### src/pmn_pkg.sv
package pmn_pkg;

   //////////////////////////////////////////////////////////////////////////////
   // Command codes seen on the command port.

   // Current high-warning threshold word.
   localparam logic [7:0] PMN_CODE_CUR_HIGH = 8'h4A;
   // Input overvoltage warning threshold word.
   localparam logic [7:0] PMN_CODE_VIN_OV = 8'h57;
   // Input undervoltage warning threshold word.
   localparam logic [7:0] PMN_CODE_VIN_UV = 8'h58;
   // Summary status byte, read only.
   localparam logic [7:0] PMN_CODE_STATUS = 8'h78;
   // Second current warning threshold word.
   localparam logic [7:0] PMN_CODE_CUR_SECOND = 8'hD7;
   // Send-byte command that clears every latched status bit.
   localparam logic [7:0] PMN_CODE_CLEAR = 8'h03;

   //////////////////////////////////////////////////////////////////////////////
   // Reset values and widths.

   // Width of every threshold field and of an ADC code.
   localparam int PMN_ADC_W = 12;
   // Reset value of the current high and input overvoltage thresholds.
   localparam logic [11:0] PMN_RST_ALL_ONES = 12'hFFF;
   // Reset value of the second current and input undervoltage thresholds.
   localparam logic [11:0] PMN_RST_ZERO = 12'h000;
   // Reserved upper nibble of a threshold word.
   localparam logic [3:0] PMN_RSVD_NIBBLE = 4'h0;
   // Upper byte returned with the status byte.
   localparam logic [7:0] PMN_RSVD_BYTE = 8'h00;
   // Answer to a read of a code this block does not hold.
   localparam logic [15:0] PMN_RD_UNMAPPED = 16'h0000;
   // Reset value of the status byte.
   localparam logic [7:0] PMN_RST_STATUS = 8'h00;

   //////////////////////////////////////////////////////////////////////////////
   // Summary status byte bit positions.

   // Gate drive off, live.
   localparam int PMN_ST_GATE_OFF = 6;
   // Overcurrent trip fault, latched.
   localparam int PMN_ST_OC_FAULT = 4;
   // Input undervoltage fault, latched.
   localparam int PMN_ST_UV_FAULT = 3;
   // Bus communication error, latched.
   localparam int PMN_ST_COMM_ERR = 1;
   // Other status pending: the live input ORed with the latched warnings.
   localparam int PMN_ST_OTHER = 0;

   // Warning flag positions in the latched warning vector.
   localparam int PMN_WARN_CUR_HIGH = 0;
   localparam int PMN_WARN_CUR_SECOND = 1;
   localparam int PMN_WARN_VIN_OV = 2;
   localparam int PMN_WARN_VIN_UV = 3;
   // Number of latched warning flags.
   localparam int PMN_WARN_N = 4;

   //////////////////////////////////////////////////////////////////////////////
   // Types.

   // Which measurement an ADC result belongs to.
   typedef enum logic [1:0] {
      PMN_CHAN_CURRENT = 2'h1,
      PMN_CHAN_VIN = 2'h2
   } pmn_chan_type;

   // One command from the bus transaction engine, valid for one cycle.
   typedef struct packed {
      logic wr;
      logic rd;
      logic send;
      logic [7:0] code;
      logic [15:0] wdata;
   } pmn_req_type;

   // One finished ADC conversion, valid for one cycle.
   typedef struct packed {
      logic valid;
      pmn_chan_type chan;
      logic [11:0] code;
   } pmn_adc_type;

   // Whole state of the register bank.
   typedef struct packed {
      logic [11:0] cur_high;
      logic [11:0] cur_second;
      logic [11:0] vin_ov;
      logic [11:0] vin_uv;
      logic oc_fault;
      logic uv_fault;
      logic comm_err;
      logic [3:0] warn;
      logic [15:0] rdata;
      logic rack;
      logic [7:0] status;
   } pmn_regs_type;

endpackage : pmn_pkg

### src/pmn_limits_status.sv
`timescale 1ns/1ps

module pmn_limits_status
   import pmn_pkg::*;
(
   input wire logic clk_in,
   input wire logic rst_in,
   input wire pmn_req_type req_in,
   input wire logic comm_err_in,
   input wire pmn_adc_type adc_in,
   input wire logic second_warn_direction_select_in,
   input wire logic other_status_in,
   input wire logic gate_drive_off_pin_in,
   input wire logic overcurrent_trip_pin_in,
   input wire logic undervoltage_comparator_pin_in,
   output logic [15:0] rdata_out,
   output logic rack_out,
   output logic [7:0] status_out,
   output logic [3:0] warn_out
);

   //////////////////////////////////////////////////////////////////////////////
   // Declarations.

   // Registered state and its next value.
   pmn_regs_type regs_q;
   pmn_regs_type regs_d;
   // Synchronised pin levels: gate off, overcurrent trip, undervoltage fault.
   logic [2:0] pin_level;
   // Named views of the synchronised pins.
   logic gate_off_s;
   logic oc_trip_s;
   logic uv_fault_s;
   // Send-byte clear seen this cycle.
   logic clear_cmd;
   // Threshold comparison results for the current ADC result.
   logic [3:0] warn_hit;
   // Low twelve bits of the write data, used by the threshold writes and the checks.
   logic [11:0] wdata12;

   //////////////////////////////////////////////////////////////////////////////
   // Pin synchronisers.

   // The hot-swap pins come from analog logic with no relation to clk_in.
   pmn_pin_sync #(
      .W(3)
   ) u_pin_sync (
      .clk_in(clk_in),
      .rst_in(rst_in),
      .pin_in({undervoltage_comparator_pin_in, overcurrent_trip_pin_in, gate_drive_off_pin_in}),
      .level_out(pin_level)
   );

   assign gate_off_s = pin_level[0];
   assign oc_trip_s = pin_level[1];
   assign uv_fault_s = pin_level[2];
   assign clear_cmd = req_in.send && (req_in.code == PMN_CODE_CLEAR);
   assign wdata12 = req_in.wdata[11:0];

   //////////////////////////////////////////////////////////////////////////////
   // Threshold comparators.

   // Each result is compared only against the thresholds of its own channel.
   // The second current limit is an overcurrent limit when the direction
   // select is high and an undercurrent limit when it is low.
   always_comb begin
      warn_hit = '0;
      if (adc_in.valid && adc_in.chan == PMN_CHAN_CURRENT) begin
         warn_hit[PMN_WARN_CUR_HIGH] = adc_in.code > regs_q.cur_high;
         if (second_warn_direction_select_in) begin
            warn_hit[PMN_WARN_CUR_SECOND] = adc_in.code > regs_q.cur_second;
         end else begin
            warn_hit[PMN_WARN_CUR_SECOND] = adc_in.code < regs_q.cur_second;
         end
      end
      if (adc_in.valid && adc_in.chan == PMN_CHAN_VIN) begin
         warn_hit[PMN_WARN_VIN_OV] = adc_in.code > regs_q.vin_ov;
         warn_hit[PMN_WARN_VIN_UV] = adc_in.code < regs_q.vin_uv;
      end
   end

   //////////////////////////////////////////////////////////////////////////////
   // Next state.

   // Writes land at the next edge. Latched bits are cleared by the clear
   // command, but a cause present in the same cycle sets them again, so no
   // event is lost to a clear that races it.
   always_comb begin
      regs_d = regs_q;
      regs_d.rack = 1'b0;

      // Threshold writes; the reserved nibble is never stored.
      if (req_in.wr) begin
         case (req_in.code)
            PMN_CODE_CUR_HIGH: begin
               regs_d.cur_high = wdata12;
            end
            PMN_CODE_CUR_SECOND: begin
               regs_d.cur_second = wdata12;
            end
            PMN_CODE_VIN_OV: begin
               regs_d.vin_ov = wdata12;
            end
            PMN_CODE_VIN_UV: begin
               regs_d.vin_uv = wdata12;
            end
            default: begin
               // Writes to the status byte or unknown codes are dropped.
               regs_d.rack = 1'b0;
            end
         endcase
      end

      // Latched bits: clear first, then set, so the set wins.
      if (clear_cmd) begin
         regs_d.oc_fault = 1'b0;
         regs_d.uv_fault = 1'b0;
         regs_d.comm_err = 1'b0;
         regs_d.warn = '0;
      end
      if (oc_trip_s) begin
         regs_d.oc_fault = 1'b1;
      end
      if (uv_fault_s) begin
         regs_d.uv_fault = 1'b1;
      end
      if (comm_err_in) begin
         regs_d.comm_err = 1'b1;
      end
      regs_d.warn = regs_d.warn | warn_hit;

      // Status byte built from the next flags so it moves with them.
      regs_d.status = PMN_RST_STATUS;
      regs_d.status[PMN_ST_GATE_OFF] = gate_off_s;
      regs_d.status[PMN_ST_OC_FAULT] = regs_d.oc_fault;
      regs_d.status[PMN_ST_UV_FAULT] = regs_d.uv_fault;
      regs_d.status[PMN_ST_COMM_ERR] = regs_d.comm_err;
      // Our own warnings are reported by the other status pending bit.
      regs_d.status[PMN_ST_OTHER] = other_status_in | (|regs_d.warn);

      // Reads answer one cycle later and the data hold until the next read.
      if (req_in.rd) begin
         regs_d.rack = 1'b1;
         case (req_in.code)
            PMN_CODE_CUR_HIGH: begin
               regs_d.rdata = {PMN_RSVD_NIBBLE, regs_q.cur_high};
            end
            PMN_CODE_CUR_SECOND: begin
               regs_d.rdata = {PMN_RSVD_NIBBLE, regs_q.cur_second};
            end
            PMN_CODE_VIN_OV: begin
               regs_d.rdata = {PMN_RSVD_NIBBLE, regs_q.vin_ov};
            end
            PMN_CODE_VIN_UV: begin
               regs_d.rdata = {PMN_RSVD_NIBBLE, regs_q.vin_uv};
            end
            PMN_CODE_STATUS: begin
               regs_d.rdata = {PMN_RSVD_BYTE, regs_q.status};
            end
            default: begin
               // Unknown codes read as zero; the engine flags them itself.
               regs_d.rdata = PMN_RD_UNMAPPED;
            end
         endcase
      end
   end

   //////////////////////////////////////////////////////////////////////////////
   // State register.

   // Reset loads the documented defaults; limits that start wide open keep
   // warnings quiet until software programs real values, except the second
   // current limit, which warns on any nonzero current with direction select high.
   always_ff @(posedge clk_in or posedge rst_in) begin
      if (rst_in) begin
         regs_q <= '0;
         regs_q.cur_high <= PMN_RST_ALL_ONES;
         regs_q.cur_second <= PMN_RST_ZERO;
         regs_q.vin_ov <= PMN_RST_ALL_ONES;
         regs_q.vin_uv <= PMN_RST_ZERO;
         regs_q.status <= PMN_RST_STATUS;
      end else begin
         regs_q <= regs_d;
      end
   end

   // Every output is a flip-flop.
   assign rdata_out = regs_q.rdata;
   assign rack_out = regs_q.rack;
   assign status_out = regs_q.status;
   assign warn_out = regs_q.warn;
endmodule : pmn_limits_status

### src/pmn_pin_sync.sv
`timescale 1ns/1ps

module pmn_pin_sync #(
   parameter int W = 3
) (
   input wire logic clk_in,
   input wire logic rst_in,
   input wire logic [W-1:0] pin_in,
   output logic [W-1:0] level_out
);

   // Three flip-flops per pin and the accepted level.
   typedef struct packed {
      logic [W-1:0] s1;
      logic [W-1:0] s2;
      logic [W-1:0] s3;
      logic [W-1:0] level;
   } pmn_sync_type;

   pmn_sync_type sync_q;
   pmn_sync_type sync_d;

   //////////////////////////////////////////////////////////////////////////////

   // A change is taken only once the second and third stages agree, so a pin
   // caught mid-transition never yields a one-cycle glitch on the level.
   // The first stage feeds the second stage only.
   always_comb begin
      sync_d = sync_q;
      sync_d.s1 = pin_in;
      sync_d.s2 = sync_q.s1;
      sync_d.s3 = sync_q.s2;
      sync_d.level = (~(sync_q.s2 ^ sync_q.s3) & sync_q.s3) |
                     ((sync_q.s2 ^ sync_q.s3) & sync_q.level);
   end

   // All stages clear under reset.
   always_ff @(posedge clk_in or posedge rst_in) begin
      if (rst_in) begin
         sync_q <= '0;
      end else begin
         sync_q <= sync_d;
      end
   end

   assign level_out = sync_q.level;

endmodule : pmn_pin_sync

### config.mk
export PLATFORM = sky130hd
export DESIGN_NAME = pmn_limits_status
export DESIGN_NICKNAME = d
export VERILOG_FILES = /design/src/pmn_pkg.sv /design/src/pmn_limits_status.sv /design/src/pmn_pin_sync.sv
export SDC_FILE = /design/constraint.sdc
export NUM_CORES = 1
export LEC_CHECK = 0
export ABC_AREA = 1
export BUFFER_PORTS_ARGS = -buffer_cell sky130_fd_sc_hd__buf_2
export CAP_MARGIN = 10
export CORE_MARGIN = 4
export CORE_UTILIZATION = 30
export DETAILED_ROUTE_END_ITERATION = 7
export MAX_ROUTING_LAYER = met4
export PLACE_DENSITY = 0.44
export SLEW_MARGIN = 10
export SYNTH_ARGS = -nofsm -noshare
export SYNTH_HDL_FRONTEND = slang
export SYNTH_HIERARCHICAL = 1
export SYNTH_SLANG_ARGS = --single-unit
### constraint.sdc
create_clock -name clk_in -period 2.6 [get_ports clk_in]
set_input_delay 0.65 -clock clk_in [delete_from_list [all_inputs] [get_ports clk_in]]
set_output_delay 0.65 -clock clk_in [all_outputs]
set_load 0.05 [all_outputs]
# Word level (Yosys, flattened, before mapping)
# Cells that the tools add are included.
[op_classes]
mux = 9
n_lt_le_gt_ge = 5
n_reduce_logical = 8
n_eq_ne = 8
bitwise = 7
[op_table]
columns = ["operator", "count"]
rows = [
  ["12-bit case mux with 5 select lines", 1],
  ["12-bit greater-than comparator", 3],
  ["8-bit by 7-bit == test with 1-bit output, second input constant", 4],
  ["12-bit < comparator", 2],
  ["8-bit by 2-bit == test with 1-bit output, second input constant", 1],
  ["8-bit == test, second input constant", 1],
  ["2-bit AND reduction", 4],
  ["7-bit two-way mux", 1],
  ["3-bit bitwise AND", 2],
  ["1-bit two-way mux", 5],
  ["2-bit two-way mux", 2],
  ["4-bit bitwise OR", 1],
  ["4-bit OR reduction", 1],
  ["1-bit logical AND", 3],
  ["3-bit inverter", 1],
  ["3-bit bitwise OR", 1],
  ["3-bit XOR", 1],
  ["2-bit by 1-bit == test with 1-bit output, second input constant", 1],
  ["2-bit == test, second input constant", 1],
  ["1-bit bitwise OR", 1],
]
[totals]
out_inout_bits = 29
regBits = 85
input_bits = 50

# Longest topological paths before layout
[logic_depth]
depth_word = 6
depth_mapped = 14
depth_no_buf = 14

# Cells and area by module
# The synthesis kept the hierarchy.
[by_module_without_submodules]
columns = ["mod", "n_inst", "area_per_inst_um2", "cells_per_inst", "seq_area_each_um2"]
rows = [
  ["pmn_limits_status", 1, 4610.7, 587, 1781.7],
  ["pmn_pin_sync", 1, 375.4, 28, 300.3],
]

# Worst setup path before layout
# Ideal clock, no wire load.
[synth_timing]
path_type = "in2reg"
start = "input req_in[20] (netlist name)"
end = "register regs_q[56] (netlist name)"
setup_slack_ps = 850
n_path_buf = 1
setup_time_ps = 118
cell_stages = 6
arrival_time_ps = 1632
t_required_ps = 2482
cell_sequence = "inv_2 > nor4_4 > nand3_4 > buf_6 > nand2_2 > o21ai_2"
[synth_between]
elab_chain_cells = 2
[synth_rtl]
columns = ["element", "line_no", "source"]
rows = [
  ["start: declaration", "pmn_limits_status.sv:8", "input wire pmn_req_type req_in,"],
  ["8-bit == test", "pmn_limits_status.sv:94", "case (req_in.code)"],
  ["2-bit AND reduction (no line)", "-", ""],
  ["end signal: assignment", "pmn_limits_status.sv:183", "regs_q <= regs_d;"],
  ["end: declaration", "pmn_limits_status.sv:26", "pmn_regs_type regs_q;"],
]
# Every way passes these cells.
# A chain may end at the register's enable or synchronous reset.

# Worst setup path after layout
[layout_timing]
start = "input req_in[16] (netlist name)"
end = "register regs_q[53] (netlist name)"
[layout_between]
elab_chain_cells = 2
[layout_rtl]
columns = ["element", "line_no"]
rows = [
  ["8-bit by 7-bit == test with 1-bit output", "pmn_limits_status.sv:94"],
  ["2-bit AND reduction (no line)", "-"],
]
# Every way passes these cells.

==> flow_summary.yaml <==
synth:
  avgSynthCellArea_sq_um: 8.11
  ys_ff_latch: 82
  async_flop_share_pct: 100
  synth_edf_count: 0
  synth_warnings: 6
  synth_area_leaders: "dfrtp_1, dfstp_2, ha_1"
  ys_types: 32
  yosysSeqAreaShare_pct: 41.8
  synth_area_sq_mm: 0.00499
  synth_top_area_share_pct: 29.1
  yosys.area.top_type: "dfrtp_1"
  synth_flop_cell: "dfrtp_1"
  netlist_instances: 615
sta:
  fmax_ghz: 0.482
  fin_crit_sh_pct: 79.8
  final-hold-violation-count: 0
  rsz0062_at_grt: "false"
  holdWs_ns: 0.309
  setup_viol: 0
  tightest_slew_ns: 0.500
  slew_violations: 0
  finalSetupTns_ns: 0
  max_slew_margin_pct: 66.4
  finalWorstSetupSlack_ns: 0.526
  fin_skew_ns: 0.00644
  fin_crit_ns: 2.07
pwr:
  ir_worst_vdd_mv: 0.275
  p_per_area_mw_per_mm2: 537
  p_leak_nw: 2.82
detailed_routing:
  avgViaCountPerCell: 4.49
  antenna_left: 0
  wl_per_cell_um: 15.0
  routed_wl_mm: 13.3
  num_vias: 3980
  drtIter0Drc: 266
  firstDrtPassIters: 5
  drc: 0
cells_and_area:
  finalNetCount: 763
  drive_above_1_share_pct: 21.8
  diodes: 0
  fill_cells: 1705
  synthToLayoutAreaGrowth_pct: 13.9
  seq_area_sq_mm: 0.00208
  multi_input_area_sq_mm: 0.00224
floorplan:
  dieWidth_um: 137
  ios: 79
  core_sq_mm: 0.0161
  rows: 46
  fp.dieH_um: 137
  start_util_pct: 31.1
  die_area_sq_mm: 0.0187
global_route:
  grt_pass1_vias: 3919
  antenna_found_initial: 0
  overflow: 0
  globalRouteTotalUtil_pct: 15.5
  grt_pass1_wl_mm: 21.4
  grt_max_degree: 71
worst_setup_path:
  crit_arrival_ns: 2.33
  worst_setup_path_end_kind: "flop"
  crit_type: "input port to flop"
  critPathMaxFanout: 24
  start_kind: "input port"
  critPathRequiredTime_ns: 2.85
clock_tree:
  clk_pin_slew_ns: 0.06
  cts_resized: 0
  h-tree-depth: 3
  cts.sinks: 82
  clock_latency_ns: 0.34
  cts_hold_buf: 0
  cts_buffers: 9
  cts_root_buffer: "clkbuf_16"
  post_cts.repair.setup_buffers: 0
  tritoncts: "built"
  clockBufferDepth: 2
placement:
  dp_slack_ns: 0.196
  dp_hpwl_mm: 10.4
  portBuffers: 67
  gp_congestion: 0.845
flow_run:
  drv_cap: 0
min_path:
  hp-class: "input port to asynchronous set/reset pin"
run_status:
  outcome: "finished clean"
[cells in the mapped netlist, types with 2 or more instances]
cell type  number
o21ai_1         2
dfrtp_1        58
dfstp_2        24
clkbuf_1        5
o22ai_1         8
o21ai_0        41
buf_6           2
nor3_1         10
a21oi_1        18
ha_1           47
o21ai_2        12
nand2_1       154
nand3_1        25
a21o_1          2
inv_2           3
inv_1         101
buf_2           4
nand4_1         6
o2111ai_1       7
nor2_1         31
nand2_2        10
buf_4          31
o21bai_1        5
[layer usage]
| metal | GRT usage (%) | share of wire, % | up-vias | wire [um] |
|---|---|---|---|---|
| met1 | 21.6 | 49 | 1823 | 6550 |
| met4 | 4.16 | 1.3 | 0 | 173 |
| met2 | 23.0 | 44 | 102 | 5840 |
| met5 | - | 0 | - | 0 |
| met3 | 3.24 | 5.8 | 13 | 769 |
| li1 | - | - | 2042 | - |
[flip-flops by register name, summed over array words and instances (netlist names), named ones only]
signal             flops
rack_out               1
rdata_out             12
regs_q                48
status_out             5
u_pin_sync/sync_d      6
u_pin_sync/sync_q      3
warn_out               4
[worst max-delay path, stage by stage]
cell and delay (ns):
buf_2 0.11, nand2_1 0.08, nor3_1 0.27, nand2_1 0.27, inv_2 0.27, nand2_2 0.35, o21ai_0 0.31
[through the flow]
step	std cells	cell area, sq um	util (%)	power, W
global placement	871	5400	33.6	0.00187
CTS	887	5680	35.4	0.00311
floorplan	621	5010	-	0.00175
finish	887	5680	35.4	0.00305
detailed placement	871	5400	33.6	0.00188
global route	887	5680	35.4	0.00323
[layout by cell type, fill, tap and decap left out]
| master | Yosys | routed |
|---|---|---|
| inv_2 | 3 | 4 |
| dfstp_2 | 24 | 24 |
| nand3_4 | 1 | 1 |
| a21o_1 | 2 | 2 |
| ha_1 | 47 | 47 |
| o221ai_1 | 1 | 1 |
| o21a_1 | 1 | 1 |
| nor3_1 | 10 | 10 |
| clkinv_2 | 0 | 2 |
| o21ai_1 | 2 | 2 |
| inv_1 | 101 | 100 |
| nand2_2 | 10 | 10 |
| o21ai_2 | 12 | 12 |
| nor4_1 | 1 | 1 |
| nor2_2 | 1 | 1 |
| buf_12 | 0 | 1 |
| and2_1 | 1 | 1 |
| o21ai_0 | 41 | 41 |
| clkinvlp_4 | 0 | 1 |
| clkbuf_16 | 0 | 9 |
| o21bai_1 | 5 | 5 |
| buf_4 | 31 | 8 |
| clkinv_4 | 0 | 1 |
| nand3_1 | 25 | 25 |
| a21oi_1 | 18 | 18 |
| nand2_1 | 154 | 154 |
| nand4_1 | 6 | 6 |
| dfrtp_1 | 58 | 58 |
| nor2_1 | 31 | 31 |
| o22ai_1 | 8 | 8 |
| nor3_2 | 1 | 1 |
| o2111ai_1 | 7 | 7 |
| buf_2 | 4 | 67 |
| inv_6 | 0 | 3 |
| nor4_4 | 1 | 1 |
| conb_1 | 1 | 7 |
[cell type report]
type	count	area share (%)
Multi-Input combinational cell	393	39.5
Sequential cell	82	36.7
Timing Repair Buffer	76	7.32
Inverter	104	6.88
Tap cell	216	4.76
Clock buffer	9	3.97
Clock inverter	7	0.926
[power by group]
part	switching, W	internal (W)	total [W]	leakage, nW
clock network	0.000539	0.000655	0.00119	0.137
registers	0.0000384	0.00136	0.00139	0.921
logic	0.000310	0.000151	0.000461	1.76
total	0.000888	0.00216	0.00305	2.82
[path summary, 6_finish.rpt]
kind / startpoint / to / slack (ns) / cells past startpoint
hold / removal: rst_in / u_pin_sync/sync_d[6] / 0.31 / 2
min in group clk_in: u_pin_sync/sync_d[7] / u_pin_sync/sync_d[4] / 0.35 / 0
max in group asynchronous: rst_in / regs_q[76] / 1.86 / 3
hold reg to reg: u_pin_sync/sync_d[7] / u_pin_sync/sync_d[4] / 0.35 / 0
setup reg to reg: regs_q[55] / status_out[0] / 0.69 / 11
setup / recovery: req_in[16] / regs_q[53] / 0.53 / 7
[cell families after synthesis]
kind of cell	count (synthesis)	share of synthesized area (%)
adders and majority gates	47	11.8
and+or+nand+nor	242	20.8
DFF	82	41.8
buffers and inverters	146	13.7
AOI/OAI and AO/OA	97	11.8
other	1	0.0752
(Power assumes the default switching activity.)
